[config.mk]
export PLATFORM = sky130hd
export DESIGN_NAME = unis_uart
export DESIGN_NICKNAME = d
export VERILOG_FILES = /design/src/rtl/unis_pkg.sv /design/src/rtl/unis_shaper.sv /design/src/rtl/unis_uart.sv
export SDC_FILE = /design/constraint.sdc
export NUM_CORES = 1
export LEC_CHECK = 0
export BUFFER_PORTS_ARGS = -buffer_cell sky130_fd_sc_hd__buf_2
export CORE_MARGIN = 8
export CORE_UTILIZATION = 65
export DETAILED_ROUTE_END_ITERATION = 7
export PLACE_DENSITY_LB_ADDON = 0.2
export SYNTH_ARGS = -nofsm -noshare
export SYNTH_HDL_FRONTEND = slang
export SYNTH_SLANG_ARGS = --single-unit
[constraint.sdc]
create_clock -name clock -period 4.5 [get_ports clock]
set_clock_uncertainty 0.1 [all_clocks]
set_input_delay 0.45 -clock clock [delete_from_list [all_inputs] [get_ports clock]]
set_output_delay 0.45 -clock clock [all_outputs]
set_load 0.01 [all_outputs]
[src/rtl/unis_pkg.sv]
// Shared constants and types for the nine-bit UART with pulse shaper.
// Assumes one 10 MHz clock and special function register style access.
package unis_pkg;
  // Special function register addresses
  localparam logic [7:0] UNIS_CTRL_ADDR = 8'hC0;
  localparam logic [7:0] UNIS_SERIAL_BUFFER_ADDR = 8'hC1;
  localparam logic [7:0] UNIS_IRCTL_ADDR = 8'hCE;
  localparam logic [7:0] UNIS_CTRL_RST = 8'h00;
  localparam logic [7:0] UNIS_IRCTL_RST = 8'h0F;
  // Fixed rate: 16x tick every 2 or 4 clocks (bit = 1/32 or 1/64 clock)
  localparam logic [1:0] UNIS_DIV_FAST = 2'h1;
  localparam logic [1:0] UNIS_DIV_SLOW = 2'h3;
  // Divide-by-16 states
  localparam logic [3:0] UNIS_S_SAMP1 = 4'h7;
  localparam logic [3:0] UNIS_S_SAMP2 = 4'h8;
  localparam logic [3:0] UNIS_S_SAMP3 = 4'h9;
  localparam logic [3:0] UNIS_S_LAST = 4'hF;
  localparam logic [8:0] UNIS_RX_FILL = 9'h1FF;
  localparam logic [7:0] UNIS_TX_LAST = 8'h01;
  // Shaper pulse length in units, receive stretch in 16x ticks
  localparam logic [4:0] UNIS_PULSE_UNITS = 5'h03;
  localparam logic [4:0] UNIS_STRETCH = 5'h10;
  localparam logic [4:0] UNIS_DIV_ONE = 5'h01;

  typedef struct packed {
    logic var_rate;
    logic rate_dbl;
    logic multiproc_enable;
    logic rsvd;
    logic tx_ninth_bit;
    logic rx_ninth_bit;
    logic tx_done_flag;
    logic rx_done_flag;
  } unis_ctrl_t;

  typedef struct packed {
    logic rsvd;
    logic infrared_enable;
    logic width_mode_sel;
    logic [4:0] ref_clock_divisor;
  } unis_irctl_t;

  typedef enum {UNIS_TX_IDLE, UNIS_TX_PEND, UNIS_TX_START,
    UNIS_TX_DATA} unis_tx_state_t;
  typedef enum {UNIS_RX_IDLE, UNIS_RX_BITS, UNIS_RX_STOP} unis_rx_state_t;
endpackage : unis_pkg

[src/rtl/unis_shaper.sv]
// Infrared pulse shaper between the channel-1 UART and its pins.
// Assumes rx_sync is already synchronised and tick16 is a 16x bit tick.
`timescale 1ns/1ps
`default_nettype none
module unis_shaper (
  input wire logic clock,
  input wire logic arst_n,
  input wire unis_pkg::unis_irctl_t cfg,
  input wire logic tick16,
  input wire logic tx_data,
  input wire logic tx_strobe,
  input wire logic rx_sync,
  output logic tx_pin,
  output logic rx_data
);
  logic [4:0] ref_cnt_reg;
  logic [4:0] pulse_cnt_reg;
  logic [4:0] str_cnt_reg;
  logic rx_prev_reg;
  logic tick_dly_reg;
  logic ref_en;
  logic unit_en;
  logic pulse_go;

  assign pulse_go = cfg.infrared_enable & tx_strobe & ~tx_data;
  assign ref_en =
    (ref_cnt_reg + unis_pkg::UNIS_DIV_ONE) >= cfg.ref_clock_divisor;
  // Delayed tick keeps three ticks measured from the pin's own bit start
  assign unit_en = cfg.width_mode_sel ? tick_dly_reg : ref_en;

  // Tick delayed by the pin flop, so pulse length is not cut short
  always_ff @(posedge clock or negedge arst_n) begin
    if (!arst_n) begin
      tick_dly_reg <= 1'b0;
    end else begin
      tick_dly_reg <= tick16;
    end
  end

  // reference clock divider, restarted at each pulse
  always_ff @(posedge clock or negedge arst_n) begin
    if (!arst_n) begin
      ref_cnt_reg <= 5'h00;
    end else if (pulse_go || ref_en) begin
      ref_cnt_reg <= 5'h00;
    end else begin
      ref_cnt_reg <= ref_cnt_reg + unis_pkg::UNIS_DIV_ONE;
    end
  end

  // zero bit becomes a short high pulse
  always_ff @(posedge clock or negedge arst_n) begin
    if (!arst_n) begin
      pulse_cnt_reg <= 5'h00;
      tx_pin <= 1'b1;
    end else if (!cfg.infrared_enable) begin
      pulse_cnt_reg <= 5'h00;
      tx_pin <= tx_data; // bypass
    end else if (pulse_go) begin
      pulse_cnt_reg <= unis_pkg::UNIS_PULSE_UNITS;
      tx_pin <= 1'b1;
    end else if (unit_en && pulse_cnt_reg != 5'h00) begin
      pulse_cnt_reg <= pulse_cnt_reg - unis_pkg::UNIS_DIV_ONE;
      tx_pin <= (pulse_cnt_reg != unis_pkg::UNIS_DIV_ONE);
    end else if (pulse_cnt_reg == 5'h00) begin
      tx_pin <= 1'b0;
    end
  end

  // stretch received pulse to a full low bit
  always_ff @(posedge clock or negedge arst_n) begin
    if (!arst_n) begin
      rx_prev_reg <= 1'b1; // Matches idle line, no false edge
      str_cnt_reg <= 5'h00;
      rx_data <= 1'b1;
    end else begin
      rx_prev_reg <= rx_sync;
      if (!cfg.infrared_enable) begin
        str_cnt_reg <= 5'h00;
        rx_data <= rx_sync;
      end else if (rx_sync && !rx_prev_reg) begin
        str_cnt_reg <= unis_pkg::UNIS_STRETCH;
        rx_data <= 1'b0;
      end else if (tick16 && str_cnt_reg != 5'h00) begin
        str_cnt_reg <= str_cnt_reg - unis_pkg::UNIS_DIV_ONE;
        rx_data <= (str_cnt_reg == unis_pkg::UNIS_DIV_ONE);
      end
    end
  end
endmodule : unis_shaper
`default_nettype wire

[src/rtl/unis_uart.sv]
// Nine-bit UART channel 1 with infrared shaper and its registers.
// Assumes a synchronous register port and a timer rollover pulse.
`timescale 1ns/1ps
`default_nettype none
module unis_uart (
  input wire logic clock,
  input wire logic arst_n,
  input wire logic [7:0] sfr_addr,
  input wire logic sfr_wr,
  input wire logic [7:0] sfr_wdata,
  output logic [7:0] sfr_rdata,
  input wire logic timer_rollover,
  input wire logic ch1_rx_pin,
  output logic ch1_tx_pin
);
  unis_pkg::unis_ctrl_t ctrl_reg;
  unis_pkg::unis_irctl_t irctl_reg;
  unis_pkg::unis_tx_state_t tx_state_reg;
  unis_pkg::unis_rx_state_t rx_state_reg;
  logic [1:0] pre_cnt_reg;
  logic tick_reg;
  logic [3:0] tx_div_reg;
  logic [8:0] tsr_reg;
  logic tx_first_reg;
  logic tx_line_reg;
  logic tx_strobe_reg;
  logic [3:0] rx_div_reg;
  logic [8:0] rsr_reg;
  logic rx_first_reg;
  logic s7_reg;
  logic s8_reg;
  logic rx_prev_reg;
  logic [7:0] rx_buf_reg;
  logic sync1_reg;
  logic sync2_reg;
  logic rx_line;
  logic tx_roll;
  logic tx_fin;
  logic serial_buffer_wr;
  logic maj;
  logic bit_pt;
  logic rx_load;
  logic accept;
  logic [7:0] rx_byte;

  assign serial_buffer_wr = sfr_wr && sfr_addr == unis_pkg::UNIS_SERIAL_BUFFER_ADDR;
  assign tx_roll = tick_reg && tx_div_reg == unis_pkg::UNIS_S_LAST;
  assign tx_fin = tx_state_reg == unis_pkg::UNIS_TX_DATA && tx_roll
    && !tx_first_reg && tsr_reg[8:1] == unis_pkg::UNIS_TX_LAST;
  assign maj = (s7_reg & s8_reg) | (s7_reg & rx_line) | (s8_reg & rx_line);
  assign bit_pt = tick_reg && rx_div_reg == unis_pkg::UNIS_S_SAMP3;
  assign rx_load = rx_state_reg == unis_pkg::UNIS_RX_BITS && bit_pt
    && !rx_first_reg && !rsr_reg[8];
  assign accept = rx_load && !ctrl_reg.rx_done_flag
    && (!ctrl_reg.multiproc_enable || maj);
  assign rx_byte = {<<{rsr_reg[7:0]}};

  // 16x tick from clock or timer rollovers
  always_ff @(posedge clock or negedge arst_n) begin
    if (!arst_n) begin
      pre_cnt_reg <= 2'h0;
      tick_reg <= 1'b0;
    end else if (ctrl_reg.var_rate) begin
      if (timer_rollover) begin
        pre_cnt_reg <= pre_cnt_reg ^ 2'h1;
      end
      tick_reg <= timer_rollover && (ctrl_reg.rate_dbl || pre_cnt_reg[0]);
    end else if (pre_cnt_reg >= (ctrl_reg.rate_dbl ?
        unis_pkg::UNIS_DIV_FAST : unis_pkg::UNIS_DIV_SLOW)) begin
      pre_cnt_reg <= 2'h0;
      tick_reg <= 1'b1;
    end else begin
      pre_cnt_reg <= pre_cnt_reg + 2'h1;
      tick_reg <= 1'b0;
    end
  end

  // Free running transmit divide-by-16
  always_ff @(posedge clock or negedge arst_n) begin
    if (!arst_n) begin
      tx_div_reg <= 4'h0;
    end else if (tick_reg) begin
      tx_div_reg <= tx_div_reg + 4'h1;
    end
  end

  // Transmit control and shift register
  always_ff @(posedge clock or negedge arst_n) begin
    if (!arst_n) begin
      tx_state_reg <= unis_pkg::UNIS_TX_IDLE;
      tsr_reg <= 9'h000;
      tx_first_reg <= 1'b0;
      tx_line_reg <= 1'b1;
      tx_strobe_reg <= 1'b0;
    end else begin
      tx_strobe_reg <= 1'b0;
      if (serial_buffer_wr) begin
        tsr_reg <= {ctrl_reg.tx_ninth_bit, sfr_wdata};
        tx_state_reg <= unis_pkg::UNIS_TX_PEND;
        tx_line_reg <= 1'b1;
      end else begin
        case (tx_state_reg)
          unis_pkg::UNIS_TX_IDLE: begin
            tx_line_reg <= 1'b1;
          end
          unis_pkg::UNIS_TX_PEND: begin
            if (tx_roll) begin
              tx_state_reg <= unis_pkg::UNIS_TX_START;
              tx_line_reg <= 1'b0;
              tx_strobe_reg <= 1'b1;
            end
          end
          unis_pkg::UNIS_TX_START: begin
            if (tx_roll) begin
              tx_state_reg <= unis_pkg::UNIS_TX_DATA;
              tx_line_reg <= tsr_reg[0];
              tx_strobe_reg <= 1'b1;
              tx_first_reg <= 1'b1;
            end
          end
          unis_pkg::UNIS_TX_DATA: begin
            if (tx_roll) begin
              tsr_reg <= {tx_first_reg, tsr_reg[8:1]};
              tx_line_reg <= tsr_reg[1];
              tx_strobe_reg <= 1'b1;
              tx_first_reg <= 1'b0;
              if (tx_fin) begin
                tx_state_reg <= unis_pkg::UNIS_TX_IDLE;
              end
            end
          end
          default: begin
            tx_state_reg <= unis_pkg::UNIS_TX_IDLE;
          end
        endcase
      end
    end
  end

  // Two-stage synchroniser for the receive pin
  always_ff @(posedge clock or negedge arst_n) begin
    if (!arst_n) begin
      sync1_reg <= 1'b1;
      sync2_reg <= 1'b1;
    end else begin
      sync1_reg <= ch1_rx_pin;
      sync2_reg <= sync1_reg;
    end
  end

  unis_shaper u_shaper (
    .clock(clock),
    .arst_n(arst_n),
    .cfg(irctl_reg),
    .tick16(tick_reg),
    .tx_data(tx_line_reg),
    .tx_strobe(tx_strobe_reg),
    .rx_sync(sync2_reg),
    .tx_pin(ch1_tx_pin),
    .rx_data(rx_line)
  );

  // Receive control and shift register
  always_ff @(posedge clock or negedge arst_n) begin
    if (!arst_n) begin
      rx_state_reg <= unis_pkg::UNIS_RX_IDLE;
      rx_div_reg <= 4'h0;
      rsr_reg <= unis_pkg::UNIS_RX_FILL;
      rx_first_reg <= 1'b0;
      s7_reg <= 1'b1;
      s8_reg <= 1'b1;
      rx_prev_reg <= 1'b1;
    end else begin
      rx_prev_reg <= rx_line;
      case (rx_state_reg)
        unis_pkg::UNIS_RX_IDLE: begin
          if (rx_prev_reg && !rx_line) begin
            rx_div_reg <= 4'h0;
            rsr_reg <= unis_pkg::UNIS_RX_FILL;
            rx_first_reg <= 1'b1;
            rx_state_reg <= unis_pkg::UNIS_RX_BITS;
          end
        end
        unis_pkg::UNIS_RX_BITS: begin
          if (tick_reg) begin
            rx_div_reg <= rx_div_reg + 4'h1;
          end
          if (tick_reg && rx_div_reg == unis_pkg::UNIS_S_SAMP1) begin
            s7_reg <= rx_line;
          end
          if (tick_reg && rx_div_reg == unis_pkg::UNIS_S_SAMP2) begin
            s8_reg <= rx_line;
          end
          if (bit_pt) begin
            rsr_reg <= {rsr_reg[7:0], maj};
            rx_first_reg <= 1'b0;
            if (rx_first_reg && maj) begin
              rx_state_reg <= unis_pkg::UNIS_RX_IDLE;
            end else if (!rx_first_reg && !rsr_reg[8]) begin
              rx_state_reg <= unis_pkg::UNIS_RX_STOP;
            end
          end
        end
        unis_pkg::UNIS_RX_STOP: begin
          if (tick_reg) begin
            rx_div_reg <= rx_div_reg + 4'h1;
          end
          // back to search one bit later
          if (bit_pt) begin
            rx_state_reg <= unis_pkg::UNIS_RX_IDLE;
          end
        end
        default: begin
          rx_state_reg <= unis_pkg::UNIS_RX_IDLE;
        end
      endcase
    end
  end

  // receive buffer load on accepted frame
  always_ff @(posedge clock or negedge arst_n) begin
    if (!arst_n) begin
      rx_buf_reg <= 8'h00;
    end else if (accept) begin
      rx_buf_reg <= rx_byte;
    end
  end

  // Control register; hardware set wins over clear
  always_ff @(posedge clock or negedge arst_n) begin
    if (!arst_n) begin
      ctrl_reg <= unis_pkg::UNIS_CTRL_RST;
    end else begin
      if (sfr_wr && sfr_addr == unis_pkg::UNIS_CTRL_ADDR) begin
        ctrl_reg <= {sfr_wdata[7:6], sfr_wdata[5], 1'b0, sfr_wdata[3],
          ctrl_reg.rx_ninth_bit, sfr_wdata[1:0]};
      end
      if (tx_fin) begin
        ctrl_reg.tx_done_flag <= 1'b1;
      end
      if (accept) begin
        ctrl_reg.rx_done_flag <= 1'b1;
        ctrl_reg.rx_ninth_bit <= maj;
      end
    end
  end

  // shaper control, off with divisor fifteen
  always_ff @(posedge clock or negedge arst_n) begin
    if (!arst_n) begin
      irctl_reg <= unis_pkg::UNIS_IRCTL_RST;
    end else if (sfr_wr && sfr_addr == unis_pkg::UNIS_IRCTL_ADDR) begin
      irctl_reg <= {1'b0, sfr_wdata[6:0]};
    end
  end

  // Registered read data
  always_ff @(posedge clock or negedge arst_n) begin
    if (!arst_n) begin
      sfr_rdata <= 8'h00;
    end else begin
      case (sfr_addr)
        unis_pkg::UNIS_CTRL_ADDR: sfr_rdata <= ctrl_reg;
        unis_pkg::UNIS_SERIAL_BUFFER_ADDR: sfr_rdata <= rx_buf_reg;
        unis_pkg::UNIS_IRCTL_ADDR: sfr_rdata <= irctl_reg;
        default: sfr_rdata <= 8'h00;
      endcase
    end
  end
endmodule : unis_uart
`default_nettype wire

# ---- After elaboration in Yosys (flattened, before gate mapping)
# Cells that the tools add are included.
dict set report classes {
  n_reduce_logical 56
  bitwise 10
  n_eq_ne 33
  mux 60
  magnitude_cmp 2
  addsub 6
}
# cell n
set op_table {}
lappend op_table {{32-bit two-way mux} 10}
lappend op_table {{32-bit by 2-bit equality test with 1-bit output (second input constant)} 4}
lappend op_table {{32-bit one-hot mux with 4 select lines} 1}
lappend op_table {{32-bit one-hot mux with 3 select lines} 1}
lappend op_table {{32-bit by 1-bit equality test with 1-bit output (second input constant)} 2}
lappend op_table {{32-bit zero test} 2}
lappend op_table {{9-bit two-way mux} 5}
lappend op_table {{5-bit two-way mux} 7}
lappend op_table {{32-bit by 3-bit equality test with 1-bit output (second input constant)} 1}
lappend op_table {{8-bit equality test (second input constant)} 3}
lappend op_table {{1-bit two-way mux} 24}
lappend op_table {{8-bit one-hot mux with 3 select lines} 1}
lappend op_table {{1-bit logical AND} 22}
lappend op_table {{9-bit one-hot mux with 2 select lines} 1}
lappend op_table {{3-bit != test (second input constant)} 5}
lappend op_table {{5-bit nonzero test} 3}
lappend op_table {{2-bit != test (second input constant)} 7}
lappend op_table {{2-bit nonzero test} 7}
lappend op_table {{4-bit equality test (second input constant)} 3}
lappend op_table {{4-bit AND reduction} 3}
lappend op_table {{5-bit by 1-bit subtractor with 5-bit output (second input constant)} 2}
lappend op_table {{4-bit by 1-bit adder with 4-bit output (second input constant)} 2}
lappend op_table {{8-bit by 1-bit equality test with 1-bit output (second input constant)} 1}
lappend op_table {{2-bit two-way mux} 4}
lappend op_table {{other kinds (25)} 46}
dict set report totals {
  wordCells 204
  regBits 151
  input_bits 21
}

# ---- Longest topological paths before layout
dict set report depth {
  word_depth 9
  depth_mapped 9
}

# ---- By module
# A second synthesis with hierarchy kept.
dict set report hier_totals {
  hier_cells 406
  hier_area_um2 4561.9
}
# mod instances area_each_um2 cells_per_inst
set by_module_without_submodules {}
lappend by_module_without_submodules {unis_uart 1 3409.5 287}
lappend by_module_without_submodules {unis_shaper 1 1152.4 119}

# ---- Worst setup path after synthesis
# OpenSTA, ideal clock, no wires.
dict set report synth_timing {
  path_kind {flip-flop to flip-flop}
  start {register u_shaper.ref_cnt_reg[0]}
  end {register u_shaper.tx_pin}
  slack_ns 2.082
  t_required_ns 4.318
  setup_time_ns 0.082
  path_buffers 0
  path_stages_with_launch 10
  arrival_ns 2.236
  path_cell_list {dfrtp_1 > ha_1 > nand3_1 > xnor2_1 > ha_1 > a21oi_1 > o211ai_1 > nand2_1 > mux2_2 > mux2_2}
}
dict set report synth_via {
  elab_chain_len 7
  elab_cells_between_ends 8
}
# element line_no
set synth_lines {}
lappend synth_lines {{from (decl)} unis_shaper.sv:16} ;# logic [4:0] ref_cnt_reg;
lappend synth_lines {{from (signal assigned)} unis_shaper.sv:47} ;# ref_cnt_reg <= ref_cnt_reg + unis_pkg::UNIS_DIV_ONE;
lappend synth_lines {{5-bit by 1-bit adder with 5-bit output *} unis_shaper.sv:27} ;# (ref_cnt_reg + unis_pkg::UNIS_DIV_ONE) >= cfg.ref_clock_divisor;
lappend synth_lines {{5-bit >= comparator *} unis_shaper.sv:27}
lappend synth_lines {{1-bit two-way mux *} unis_shaper.sv:29} ;# assign unit_en = cfg.width_mode_sel ? tick_dly_reg : ref_en;
lappend synth_lines {{1-bit logical AND *} unis_shaper.sv:62} ;# end else if (unit_en && pulse_cnt_reg != 5'h00) begin
lappend synth_lines {{1-bit two-way mux} unis_shaper.sv:62}
lappend synth_lines {{1-bit two-way mux} unis_shaper.sv:59} ;# end else if (pulse_go) begin
lappend synth_lines {{1-bit two-way mux} unis_shaper.sv:56} ;# end else if (!cfg.infrared_enable) begin
lappend synth_lines {{to (signal assigned)} unis_shaper.sv:58} ;# tx_pin <= tx_data;
lappend synth_lines {{to (signal assigned)} unis_shaper.sv:64} ;# tx_pin <= (pulse_cnt_reg != unis_pkg::UNIS_DIV_ONE);
lappend synth_lines {{to (decl)} unis_shaper.sv:13} ;# output logic tx_pin,
# Every way passes the cells marked *; elsewhere a longest branch is shown, timed or not.
# A chain may end at the register's enable or synchronous reset.

# ---- Worst setup path after layout
# Ends and elaborated chain as after synthesis.

==> reports/qor.txt <==
Layout cells sized above 1 = 24.5%
Total track usage = 17.8%
Final Cycle Share = 58.7%
IO Count = 30
Pre-CTS setup slack = 1870 ps
Setup TNS = 0 ps
# setup viols final = 0
Crit Path Category = reg2reg
Root buf cell = clkbuf_8
Synth-to-layout area growth = 9.57%
Drt wl/cell = 15.7 um
Dpl hpwl = 5820 um
Largest net degree at the start of global routing = 50
Gr busiest metal = met2
Layout filler cell count = 487
Register area = 2300 sq um
Number of vias after detailed routing = 2909
Unrepaired setup endpoints after global routing = no
Max Fclk = 0.379 GHz
Compound-cell area share of the yosys netlist = 12.6%
Die Wd = 97.8 um
Post-Syn Instances = 387
Mux cell area share after synthesis = 9.45%
Post-Synth XOR/XNOR Area = 2.41%
Initial DRC count = 90
Number of remaining DRC errors = 0
Via count of the first global-routing pass = 3016
CP Capture Type = flop
Design Area, Final = 4770 sq um
Area of the multi-input gates = 1920 sq um
Slew @ Worst Pin = 744 ps
IO Port Bufs = 29
Initial Utilization = 65.5%
Post-CTS Setup Bufs = 0
Hold Path Class = in2reg
Synthesized cell area = 4350 sq um
DR pass1 iterations = 4
Gr ovfl total = 0
CP arrival = 2830 ps
M2 GR Usage = 29.7%
Fraction of registers with async set/reset = 100%
DIE HEIGHT = 97.8 um
Initial antenna violation count = 0
#FFs+latches synth = 91
CTS buffer count = 9
Met3 Usage GRT = 3.06%
Met1 Usage GRT = 21.7%
Core area = 6640 sq um
Post-synth EDFFs = 0
Placed instance area = 4570 sq um
Syn. warnings = 0
Die ar. = 9570 sq um
Leakage = 2.24 nW
WP data required = 4690 ps
RD Place Congestion = 0.838
Final Max Tran Viols = 0
Max-Cap Viols = 0
Resized cells post-CTS = 0
Worst-path clk slew = 90 ps
WL final = 7920 um
Tmin final = 2640 ps
Simple-gate share of the synthesized area = 12.8%
Vias per inst = 5.76
Final cell count without fillers = 505
Most used DFF post-synth = dfrtp_1
Clock Tree Buf Depth = 2
Fin. Hold Viols = 0
Most frequent cells in the layout = dfrtp_1 (69), nand2_1 (33), buf_2 (28)
Final ANT Viol Nets = 0
Run status = complete, no violations
Adder-cell share of the synthesized area = 6.84%
Syn nets = 431
First-pass GRT wire length = 13800 um
Power density cells = 435 nW/um^2
H-tree lvl count = 3
CP Launch Type = flop
Ant diodes = 0
Final worst slack = 1860 ps
Worst-Skew Late Latency = 360 ps
CTS tree = built
Nets = 464
Final Util = 71.8%
CP max FO = 5
Inst Count DP = 488
Register area share after synthesis = 52.9%
VDD IR-drop max = 307 uV
Cts hold-fix bufs = 1
Post-synthesis cell type count = 51
Largest family of logic cells by synthesized area = simple AND/OR/NAND/NOR gates
Synthesized area per cell = 11.3 sq um
Row cnt = 30
Slew margin rel. = 50.3%
Clock Sinks = 91
Most common cell after layout, fill and taps aside = dfrtp_1
## synth_stat cells, drive strengths merged (4+ instances only)
library cell,n,area share [%]
o211ai,4,0.69
a21oi,18,2.1
a22oi,5,0.86
o21ai,17,2.0
buf,5,0.57
nand3,14,1.6
nor2,26,2.3
ha,23,6.6
a31oi,4,0.57
nor4,4,0.57
mux2i,13,3.0
nand4,4,0.57
a22o,7,1.4
inv,23,2.0
o22a,9,1.8
clkbuf,4,0.34
nand2,34,3.0
nor2b,5,0.72
dfrtp,69,40
xor2,5,1.0
dfstp,22,13
xnor2,7,1.4
nor3,6,0.69
mux2,25,6.5
## critical path: stages, from the launching register on
cell and delay (ps):
dfrtp_1 420, ha_1 240, nand3_1 110, xnor2_1 140
ha_1 290, a21oi_1 290, o211ai_1 160, nand2_1 200
mux2_2 360, mux2_2 260
## where the power goes
group / leakage, nW / internal, mW / total, mW / switching (mW)
Clock: 0.0962 / 0.228 / 0.534 / 0.306
Sequential: 1.11 / 0.931 / 1.04 / 0.108
Combinational: 1.03 / 0.220 / 0.504 / 0.284
## stage by stage
step	hold slack (ps)	total power, mW
after floorplan	54.4	1.42
after global placement	248	1.53
after detailed placement	249	1.56
after CTS	72.8	2.10
after global routing	76.6	2.22
final	88.4	2.08
## worst paths after layout
| check | start | to | slack [ps] | cells past startpoint |
|---|---|---|---|---|
| worst min register to register | sync1_reg | sync2_reg | 260 | 0 |
| max in group asynchronous | arst_n | ctrl_reg[2] | 2800 | 3 |
| worst min-delay path | ch1_rx_pin | sync1_reg | 90 | 1 |
| min in group asynchronous | arst_n | u_shaper.str_cnt_reg[2] | 510 | 2 |
| worst max-delay path | u_shaper.ref_cnt_reg[0] | u_shaper.tx_pin | 1860 | 9 |
| worst max register to register | u_shaper.ref_cnt_reg[0] | u_shaper.tx_pin | 1860 | 9 |
## layout make-up
cell class	instances	area share, %
clock buffers	10	2.88
clock inverters	6	1.13
inverters	23	1.81
multi-input cells	264	40.3
flip-flops and latches	91	48.3
well taps	80	2.10
repair buffers	31	3.46
## logic make-up (layout without fill, tap and decap cells)
group,after synthesis,in the layout
buf+inv,32,70
xor+xnor,12,12
compound gates,78,78
mux,38,38
fa+ha+maj,24,24
flops,91,91
simple gates,112,112
## metal layers
| layer | up-vias | wire length [um] |
|---|---|---|
| li1 | 1436 | - |
| met1 | 1423 | 3630 |
| met2 | 35 | 3900 |
| met3 | 15 | 189 |
| met4 | 0 | 201 |
| met5 | - | 0 |
Note: power is estimated with default switching activity, not from simulation.
